File: src/arf_pkg.sv
// Package for the converter result formatter and accumulator.
// Assumes a 12-bit successive-approximation core outside this block.
`default_nettype none
package arf_pkg;
	localparam int CODE_W = 12;
	localparam int RES_W  = 16;
	localparam int RPT_W  = 2;
	// Repeat count field encodings
	localparam logic [1:0] RPT_1  = 2'h0;
	localparam logic [1:0] RPT_4  = 2'h1;
	localparam logic [1:0] RPT_8  = 2'h2;
	localparam logic [1:0] RPT_16 = 2'h3;
	// Left shift that places a 12-bit code in the high bits
	localparam int LJ_SHIFT = RES_W - CODE_W;
	localparam logic [15:0] RES_RST = 16'h0000;
	localparam logic [4:0]  CNT_RST = 5'h00;
	localparam logic [4:0]  CNT_ONE = 5'h01;
	// Samples per set for each repeat code
	localparam logic [4:0]  SET_1   = 5'h01;
	localparam logic [4:0]  SET_4   = 5'h04;
	localparam logic [4:0]  SET_8   = 5'h08;
	localparam logic [4:0]  SET_16  = 5'h10;
	typedef enum logic [1:0]
	{
		ST_IDLE = 2'b00,
		ST_CONV = 2'b01,
		ST_WAIT = 2'b10
	} arf_state_t;
endpackage : arf_pkg
`default_nettype wire

File: src/arf_top.sv
// Digital back end of a 12-bit SAR converter: power control, burst, justification, accumulate.
// Assumes the analog core answers each start with one done pulse carrying its code.
`default_nettype none
module arf_top
	import arf_pkg::*;
(
	input  wire logic                       clk_sys,
	input  wire logic                       rst,
	input  wire logic                       converter_enable_bit,
	input  wire logic                       burst_mode_bit,
	input  wire logic                       left_justify_bit,
	input  wire logic [arf_pkg::RPT_W-1:0]  repeat_count_field,
	input  wire logic                       start_request,
	input  wire logic                       conv_done,
	input  wire logic [arf_pkg::CODE_W-1:0] conv_code,
	output var  logic                       converter_power_on,
	output var  logic                       conv_start,
	output var  logic                       busy,
	output var  logic                       result_ready,
	output var  logic [7:0]                 result_high_byte,
	output var  logic [7:0]                 result_low_byte
);
	import arf_pkg::*;

	arf_state_t  state_ff;
	arf_state_t  nxt_state;
	logic [4:0]  cnt_ff;
	logic [4:0]  nxt_cnt;
	logic [15:0] acc_ff;
	logic [15:0] nxt_acc;
	logic        burst_ff;
	logic [1:0]  rpt_ff;
	logic        lj_ff;
	logic        load;
	logic [15:0] load_val;
	logic [15:0] res_q;
	logic        last;

	// Samples per set from the repeat field
	function automatic logic [4:0] set_size(input logic [1:0] rpt);
		unique case (rpt)
			RPT_1:   set_size = SET_1;
			RPT_4:   set_size = SET_4;
			RPT_8:   set_size = SET_8;
			RPT_16:  set_size = SET_16;
		endcase
	endfunction : set_size

	// Start-of-set condition: software request while the enable bit or the burst bit is set
	logic go;
	assign go = start_request && (converter_enable_bit || burst_mode_bit);

	// A set is taken only from idle; a start while busy is dropped
	logic take;
	assign take = (state_ff == ST_IDLE) && go;

	// Code widened to the sum width with zero top bits, so the sum stays unsigned
	logic [15:0] code_ext;
	assign code_ext = {{LJ_SHIFT{1'b0}}, conv_code};

	// Last sample of the set: the count after this one reaches the set size
	assign last = (cnt_ff + CNT_ONE) >= set_size(rpt_ff);

	// Sequencer next state
	always_comb
	begin
		nxt_state = state_ff;
		nxt_cnt   = cnt_ff;
		nxt_acc   = acc_ff;
		unique case (state_ff)
			// Idle: a new set clears count and sum before its first sample
			ST_IDLE:
			begin
				if (go)
				begin
					nxt_state = ST_CONV;
					nxt_cnt   = CNT_RST;
					nxt_acc   = RES_RST;
				end
			end
			// Convert: one cycle in which the start strobe stands
			ST_CONV:
				nxt_state = ST_WAIT;
			// Wait: each done adds a sample; the last one ends the set
			ST_WAIT:
			begin
				if (conv_done)
				begin
					nxt_acc = acc_ff + code_ext;
					nxt_cnt = cnt_ff + CNT_ONE;
					nxt_state = last ? ST_IDLE : ST_CONV;
				end
			end
			default:
				nxt_state = ST_IDLE;
		endcase
	end

	// Current step of the sequencer
	always_ff @(posedge clk_sys or posedge rst)
	begin
		if (rst)
			state_ff <= ST_IDLE;
		else
			state_ff <= nxt_state;
	end

	// Samples taken so far in this set
	always_ff @(posedge clk_sys or posedge rst)
	begin
		if (rst)
			cnt_ff <= CNT_RST;
		else
			cnt_ff <= nxt_cnt;
	end

	// Running sum; 16 bits hold sixteen full-scale codes with no carry out
	always_ff @(posedge clk_sys or posedge rst)
	begin
		if (rst)
			acc_ff <= RES_RST;
		else
			acc_ff <= nxt_acc;
	end

	// Burst flag latched at set start: it holds power up until the set ends
	always_ff @(posedge clk_sys or posedge rst)
	begin
		if (rst)
			burst_ff <= 1'b0;
		else if (take)
			burst_ff <= burst_mode_bit;
	end

	// Repeat code latched at set start so a mid-set write cannot split a sum
	always_ff @(posedge clk_sys or posedge rst)
	begin
		if (rst)
			rpt_ff <= RPT_1;
		else if (take)
			rpt_ff <= repeat_count_field;
	end

	// Justify bit latched with the set so the format matches the data it frames
	always_ff @(posedge clk_sys or posedge rst)
	begin
		if (rst)
			lj_ff <= 1'b0;
		else if (take)
			lj_ff <= left_justify_bit;
	end

	// Result written only when the final sample of the set lands
	assign load = (state_ff == ST_WAIT) && conv_done && last;
	// Left justify is honoured for single codes only; sums stay right aligned
	always_comb
	begin
		if (lj_ff && rpt_ff == RPT_1)
			load_val = nxt_acc << LJ_SHIFT;
		else
			load_val = nxt_acc;
	end

	// Holding register: read data come from its flop, never from the adder
	arf_result_reg #(
		.W (RES_W)
	) u_res (
		.clk_sys (clk_sys),
		.rst     (rst),
		.load    (load),
		.din     (load_val),
		.dout    (res_q)
	);

	// A burst set keeps power up for its own length; its start cycle uses the live bit
	logic burst_run;
	assign burst_run = ((state_ff != ST_IDLE) && (nxt_state != ST_IDLE) && burst_ff) ||
		(take && burst_mode_bit);

	// Power: enable bit holds it on; a burst set holds it on only while running
	always_ff @(posedge clk_sys or posedge rst)
	begin
		if (rst)
			converter_power_on <= 1'b0;
		else
			converter_power_on <= converter_enable_bit || burst_run;
	end

	// One start strobe per sample, raised as the sequencer enters the convert step
	always_ff @(posedge clk_sys or posedge rst)
	begin
		if (rst)
			conv_start <= 1'b0;
		else
			conv_start <= (nxt_state == ST_CONV);
	end

	// Ready pulse lands with the new bytes and stands one cycle
	always_ff @(posedge clk_sys or posedge rst)
	begin
		if (rst)
			result_ready <= 1'b0;
		else
			result_ready <= load;
	end

	// Busy is a handshake level straight from state; the bytes split the result flop
	assign busy             = (state_ff != ST_IDLE);
	assign result_high_byte = res_q[15:8];
	assign result_low_byte  = res_q[7:0];
endmodule : arf_top
`default_nettype wire

File: src/arf_result_reg.sv
// Result byte pair holding register with registered read data.
// Assumes the load strobe and data come from logic on clk_sys.
`default_nettype none
module arf_result_reg #(
	parameter int W = 16
) (
	input  wire logic         clk_sys,
	input  wire logic         rst,
	input  wire logic         load,
	input  wire logic [W-1:0] din,
	output var  logic [W-1:0] dout
);
	import arf_pkg::*;
	// Holds the last completed result until the next load
	always_ff @(posedge clk_sys or posedge rst)
	begin
		if (rst)
			dout <= '0;
		else if (load)
			dout <= din;
	end
endmodule : arf_result_reg
`default_nettype wire

File: config.mk
export PLATFORM = sky130hd
export DESIGN_NAME = arf_top
export DESIGN_NICKNAME = d
export VERILOG_FILES = /design/src/arf_pkg.sv /design/src/arf_top.sv /design/src/arf_result_reg.sv
export SDC_FILE = /design/constraint.sdc
export NUM_CORES = 1
export LEC_CHECK = 0
export ABC_AREA = 1
export BUFFER_PORTS_ARGS = -buffer_cell sky130_fd_sc_hd__clkbuf_2
export CAP_MARGIN = 20
export CORE_MARGIN = 8
export CORE_UTILIZATION = 38
export DETAILED_ROUTE_END_ITERATION = 10
export PLACE_DENSITY = 0.68
export SLEW_MARGIN = 40
export SYNTH_ARGS = -nofsm -noshare
export SYNTH_HDL_FRONTEND = slang
export SYNTH_SLANG_ARGS = --single-unit
File: constraint.sdc
create_clock -name clk_sys -period 5.3 [get_ports clk_sys]
set_input_delay 0.265 -clock clk_sys [delete_from_list [all_inputs] [get_ports clk_sys]]
set_output_delay 0.265 -clock clk_sys [all_outputs]
set_load 0.02 [all_outputs]
==> metrics, run 1 <==
hold crit path type in -> async; IO Port Bufs 40; Power Dens Cells approximately 550 mW/mm^2; switching share of total power 0.489; fin area around 0.0034 mm^2; Hold Fails Final Rpt 0; max cap viols 0; most common cell after layout, fill and taps aside nand2_1; largest net degree at the start of global routing 47; Worst-Margin Slew 566 ps; Die Wd around 100 um; CTS sink count 46; post-synth top area share 0.385; Seq/Total Area, Yosys 0.385; grt met2 use 0.231; post-synthesis average cell area between 7 and 8 um^2; worst-path cell chain ha_1 > nand2_1 > nor2_1 > xor2_1 > ha_1 > nand2_1 > inv_1 > nand4_1 > o2111ai_2 > nand2_4 > nor2_2 > a21boi_0 > nand2_1; CTS Buf Count 5; Rows 32; syn nets ~460; Placed Area around 0.0033 mm^2; cell family contributing the most delay on the critical path simple AND/OR/NAND/NOR gates; Synth Cell Area between 0.002 and 0.003 mm^2; Ys Warns 0; clk slew on worst S/H paths roughly 90 ps; crit path buf inv count 1; WP depth 13; core area ~0.0077 mm^2; setup tns final 0 ps; global-route wire length before repair around 13000 um; Max clock buf depth 2; final setup violation count 0; Clk pwr share 0.139; post-CTS setup buffers 0; Slew HR 0.623; RSZ-0062 raised after global routing no; crit path launch type flop; fillers roughly 800; number of distinct library cells after synthesis 37; DR iter-0 viols around 160; Seq pwr share 0.312; Synth Register Bits 46; P_int 0.000957 W; depth of the CTS H-tree 2; Peak VDD IR around 0.28 mV; layout cell share with drive strength beyond 1 0.136; Initial DRT Pass Iterations 4; worst-skew pair later-pin latency about 300 ps; power share of the combinational group 0.549; Area Overhead vs Synth 13.2%; die area between 0.01 and 0.015 mm^2; most used cell, CP nand2_1; Via density about 5; Final Wtd Congestion between 0.8 and 0.9; Required @ worst endpoint between 5000 and 6000 ps; post_cts resized 0; Max Slew Vio Count 0; Setup Crit Path Kind reg -> reg; post-DP HPWL 5780 um; CTS hold repair buffers 0; Critical Path AT roughly 2800 ps; Gate Count Post-Synth 423; Reg2Reg Depth 13; Lkg Pwr 1.88 nW; vias in the first global route ~2800; Synth area leader dfrtp_1; I/O pins about 40; status finished, final reports clean; Initial Utilization 0.389; height of the die 105 um; nets@finish between 500 and 600; Vias between 2000 and 3000; Crit path largest cell delay 420 ps; met1 Use GR 0.182; Multi-input gate area between 0.0015 and 0.002 mm^2; most frequent cells in the layout 167 x nand2_1, 46 x inv_1, 46 x dfrtp_1, 40 x nand3_1, 40 x clkbuf_2; total track usage 0.141; slowest CP cell dfrtp_1; Seq. cell area between 0.001 and 0.0015 mm^2; largest cells by area after synthesis dfrtp_1 39%, nand2_1 21%, ha_1 7.1%, nand3_1 6.7%, inv_1 5.9%; final wirelength roughly 7400 um; net switching power figure between 0.0009 and 0.001 W; antenna violations before repair 0; CTS tree built; period utilization 0.483; Crit. End Element flop; clk root buf clkbuf_8; post-route DRC violation count 0; worst-path maximum fanout 19; busiest grt layer met2; Layout Skew roughly 9.5 ps; post-layout min period approximately 2600 ps; average wire per standard cell 13.1 um; M3 GR Usage 0.0246; grt total ovfl 0; DRT antenna net count 0; Antenna Diode Count 0; Max Clk Rate between 300 and 400 MHz
[worst paths after layout]
| path | startpoint | slack, ps | endpoint |
|---|---|---|---|
| max in group asynchronous | rst | 4900 | u_res.dout[0]$_DFFE_PP0P_ |
| hold reg to reg | u_res.dout[3]$_DFFE_PP0P_ | 490 | u_res.dout[3]$_DFFE_PP0P_ |
| setup / recovery | cnt_ff[0]$_DFFE_PP0P_ | 2740 | u_res.dout[12]$_DFFE_PP0P_ |
| min in group clk_sys | left_justify_bit | 160 | lj_ff$_DFFE_PP0P_ |
| setup reg to reg | cnt_ff[0]$_DFFE_PP0P_ | 2740 | u_res.dout[12]$_DFFE_PP0P_ |
| hold / removal | rst | 6 | burst_ff$_DFFE_PP0P_ |
[power by group through the flow]
stage	combinational (W)	sequential, W	clock, W
after CTS	0.00103	0.000584	0.000269
final	0.00103	0.000584	0.000261
after detailed placement	0.00102	0.000591	0
after global routing	0.00117	0.000601	0.000282
after floorplan	0.000717	0.000626	0
after global placement	0.00100	0.000590	0
[area by class of cell]
cell class	instances	share of cell area
multi-input cells	319	0.474
clock inverters	2	0.0111
clock buffers	6	0.0215
well taps	102	0.0377
inverters	50	0.0563
repair buffers	40	0.0592
flip-flops and latches	46	0.340
[sequential cells by signal, summed over array words and instances (netlist names)]
signal,flops
acc_ff,16
burst_ff,1
cnt_ff,5
conv_start,1
converter_power_on,1
lj_ff,1
result_ready,1
rpt_ff,2
state_ff,2
u_res.dout,16
[routing by layer]
layer  vias up  wire length, um
met4         0               87
met2        72             3460
met3         7              342
met1      1269             3520
li1       1421                -
met5         -                0
[cells by family after synthesis]
kind of cell	Yosys count	share of synthesized area
AO/OA/AOI/OAI	44	0.0871
adder cells (fa/ha/maj)	18	0.0779
flip-flops	46	0.385
buffers and inverters	58	0.0783
XOR/XNOR	6	0.0176
AND/OR/NAND/NOR	251	0.354
[synthesized netlist by cell type, drive strengths merged]
cell type / count
a21boi: 1
a21oi: 15
a22oi: 1
a31oi: 1
and2: 1
buf: 6
clkbuf: 2
dfrtp: 46
fa: 1
ha: 17
inv: 50
nand2: 171
nand3: 41
nand3b: 2
nand4: 4
nor2: 26
nor3: 4
o2111ai: 1
o21a: 1
o21ai: 22
o21bai: 1
o311ai: 1
or2: 2
xnor2: 2
xor2: 4
[through the flow]
stage               std cells  total power [W]  hold slack (ps)  setup WS (ps)  utilization
floorplan                 423          0.00134              367           3120            -
global placement          557          0.00159              461           2860        0.425
detailed placement        557          0.00161              360           2780        0.425
CTS                       565          0.00188             29.7           2750        0.440
global route              565          0.00205             54.7           2540        0.440
finish                    565          0.00187             6.01           2740        0.440
Power figures use the tool's default switching activity.
==> run 2: changes to the inputs <==
--- a/config.mk
+++ b/config.mk
@@ -5,13 +5,13 @@
 export SDC_FILE = /design/constraint.sdc
 export NUM_CORES = 1
 export LEC_CHECK = 0
-export ABC_AREA = 1
+export ABC_AREA = 0
 export BUFFER_PORTS_ARGS = -buffer_cell sky130_fd_sc_hd__clkbuf_2
 export CAP_MARGIN = 20
 export CORE_MARGIN = 8
 export CORE_UTILIZATION = 38
 export DETAILED_ROUTE_END_ITERATION = 10
-export PLACE_DENSITY = 0.68
+export PLACE_DENSITY = 0.7
 export SLEW_MARGIN = 40
 export SYNTH_ARGS = -nofsm -noshare
 export SYNTH_HDL_FRONTEND = slang
==> constraint.sdc (replaced) <==
create_clock -name clk_sys -period 2.2 [get_ports clk_sys]
set_input_delay 0.11 -clock clk_sys [delete_from_list [all_inputs] [get_ports clk_sys]]
set_output_delay 0.11 -clock clk_sys [all_outputs]
set_load 0.02 [all_outputs]
==> run 2 against run 1 <==
  * The run now ends with setup timing left
  * Final area grew 8.2%
  * Global-route usage grew 1.7 points
  * Combinational power rose to 2.5 times the previous value
  * Sequential share of layout area shrank 2.6 points
  * Final cell count shrank 13%
  * Synthesized cell count down 28%
  * Register-to-register slack lost 3000 ps
  * Wire length grew 5.4%
  * Non-clock buffer count is 51 higher
  * Utilization increased by 6.7 points
  * Clock power grew to 2.5 times the previous value
  * Worst setup slack got worse by 3000 ps
  * Largest cell class unchanged
  * Largest power group unchanged
  * Highest routed layer unchanged
==> metrics, run 2 <==
status complete, but fails checks; failing checks setup timing; most common cell in the synthesized netlist nand2_1; depth of the CTS H-tree 2 (unchanged); Gate Count Post-Synth 303 (-28%); Non-Filler Instances 489 (-13%); Critical Path AT 2630 ps (-170 ps); Synth Cell Area 0.00281 mm^2 (-6.0%); CTS sink count 46 (unchanged); Synth area leader dfrtp_1; vias in the first global route 2678 (-3.4%); Seq/Total Area, Yosys 0.410 (+0.0247); Peak VDD IR 0.651 mV (+130%); ys async rst share 1.00 (unchanged); Crit path largest cell delay 480 ps (+60 ps); antenna violations before repair 0 (unchanged); total track usage 0.158 (+0.0172); Hold Fails Final Rpt 0 (unchanged); Layout Skew 12.5 ps (+3.02 ps); final setup margin -233 ps (-2970 ps); worst-path maximum fanout 6 (-13); I/O pins 41 (unchanged); worst-skew pair later-pin latency 310 ps (about the same); height of the die 102 um (-2.6%); adder-cell area share of the yosys netlist 0.0829 (+0.00500); Area Overhead vs Synth 30.3%; post-DP HPWL 5990 um (+3.5%); DR iter-0 viols 214 (+31%); Final Wtd Congestion 0.905 (+9.3%); most frequent cells in the layout 54 x nand2_1, 46 x dfrtp_1, 44 x buf_4, 40 x clkbuf_2; Synth Register Bits 46 (unchanged); Power Dens Cells 1260 mW/mm^2 (+130%); top post-synthesis cells by count 56 x nand2_1, 46 x dfrtp_1, 20 x o21ai_0, 17 x ha_1, 13 x a21oi_1; Max clock buf depth 2 (unchanged); grt total ovfl 0 (unchanged); final setup violation count 17 (+17); RSZ-0062 raised after global routing yes; Seq. cell area 0.00115 mm^2 (unchanged); crit path launch type flop; combinational family with the most area after synthesis compound AO/OA/AOI/OAI gates; Max Clk Rate 411 MHz (+5.3%); final wirelength 7820 um (+5.4%); post-route DRC violation count 0 (unchanged); worst-path cell chain ha_2 > xor2_1 > ha_2 > or4b_4 > a211o_1 > o211ai_4 > buf_6 > inv_4 > o22a_1 > o21a_1; Slew HR 0.608 (-0.0149); clk root buf clkbuf_8; clk slew on worst S/H paths 100 ps (about the same); post-synth top area share 0.410 (+0.0247); Placed Area 0.00340 mm^2 (+3.8%); slowest CP cell or4b_4; fin area 0.00366 mm^2 (+8.2%); multiplexer share of the synthesized area 0.0143 (+0.0143); Placed Cells 472 (-15%); max cap viols 0 (unchanged); post-synthesis average cell area 9.26 um^2 (+31%); Setup WS pre-CTS -286 ps (-3060 ps); Die Wd 102 um (-2.6%); IO Port Bufs 40 (unchanged); die area 0.0104 mm^2 (-5.1%); syn nets 342 (-26%); Ys Warns 0 (unchanged); largest net degree at the start of global routing 47 (unchanged); Worst-Margin Slew 588 ps (+22.3 ps); Lkg Pwr 1.87 nW (-0.41%); most used cell, CP ha_2; DRT antenna net count 0 (unchanged); Rows 31 (-3.1%); global-route wire length before repair 12900 um (-0.21%); Multi-input gate area 0.00163 mm^2 (+1.8%); Post-synth EDFFs 0 (unchanged); xor and xnor area share after synthesis 0.0281 (+0.0105); Setup Crit Path Kind reg -> reg; Crit. End Element flop; Vias 2628 (-5.1%); Initial Utilization 0.389 (+0.000496); largest cells by area after synthesis dfrtp_1 41%, ha_1 7.6%, nand2_1 7.5%, o21ai_0 3.6%, a22o_1 2.8%; most common cell after layout, fill and taps aside nand2_1; Required @ worst endpoint 2400 ps (-3140 ps); post-layout min period 2430 ps (-129 ps); Via density 5.37 (+9.7%); simple-gate share of the synthesized area 0.184 (-0.170); setup tns final -3040 ps (-3040 ps); Largest regs acc_ff (16), u_res.dout (16), cnt_ff (5); Max Slew Vio Count 0 (unchanged); ys flop type dfrtp_1; number of distinct library cells after synthesis 59 (+59%); fillers 694 (-13%); CTS tree built; Antenna Diode Count 0 (unchanged); CTS Buf Count 5 (unchanged); core area 0.00721 mm^2 (-6.2%); period utilization 1.11 (+0.623); hold crit path type in -> reg; layout cell share with drive strength beyond 1 0.300 (+0.164); average wire per standard cell 16.0 um (+22%); post-synthesis compound-gate area fraction 0.246 (+0.159); nets@finish 428 (-15%); Initial DRT Pass Iterations 4 (unchanged)
run 2: kinds of logic after synthesis:
kind of cell | count (synthesis)
xor gates and xnor gates | 9
and+or+nand+nor | 109
buffers and inverters | 21
adders and majority gates | 18
DFF | 46
AOI/OAI and AO/OA | 96
muxes | 4
run 2: worst paths after layout:
check,to,cells past startpoint,slack (ps),from
min in group asynchronous,cnt_ff[3]$_DFFE_PP0P_,4,470,rst
max in group asynchronous,u_res.dout[11]$_DFFE_PP0P_,4,1330,rst
worst max register to register,u_res.dout[14]$_DFFE_PP0P_,10,-230,cnt_ff[0]$_DFFE_PP0P_
worst min-delay path,burst_ff$_DFFE_PP0P_,3,20,burst_mode_bit
worst max-delay path,u_res.dout[14]$_DFFE_PP0P_,10,-230,cnt_ff[0]$_DFFE_PP0P_
worst min register to register,burst_ff$_DFFE_PP0P_,2,490,burst_ff$_DFFE_PP0P_
run 2: repair_timing:
action | CTS | global route
hold endpoints to repair | 50 | 0
setup buffers | 1 | 3
hold buffers | 5 | 0
endpoints found under the setup margin | 18 | 21
pin swaps | 5 | 2
gates resized for setup | 7 | 13
run 2: where the power goes:
group | total (W) | internal, W | switching (W)
logic | 0.00258 | 0.00114 | 0.00144
registers | 0.00137 | 0.00114 | 0.000232
clock network | 0.000653 | 0.000341 | 0.000312
run 2: metrics by stage:
step / power, W / utilization / hold WS [ps]
after floorplan: 0.00288 / - / 212
after global placement: 0.00376 / 0.471 / 274
after detailed placement: 0.00380 / 0.471 / 283
after CTS: 0.00454 / 0.498 / 17.8
after global routing: 0.00496 / 0.507 / 41.6
final: 0.00461 / 0.507 / 19.9
run 2: area by class of cell:
class	count	area share
Inverter	9	0.00992
Clock buffer	5	0.0188
Clock inverter	3	0.0120
Multi-Input combinational cell	236	0.446
Tap cell	99	0.0339
Sequential cell	46	0.315
Timing Repair Buffer	91	0.165
run 2: worst max-delay path, delay by kind of cell (launching register included):
family                     cells  cell delay, ps
and+or+nand+nor                1             480
DFF                            1             390
AOI/OAI and AO/OA              4             720
xor gates and xnor gates       1             150
adders and majority gates      2             370
buffers and inverters          2             210
run 2: per-layer routing:
| metal | wire [um] | track usage |
|---|---|---|
| met2 | 3590 | 0.251 |
| met3 | 427 | 0.0375 |
| met4 | 148 | 0.0587 |
| met1 | 3650 | 0.205 |
| met5 | 0 | 0 |
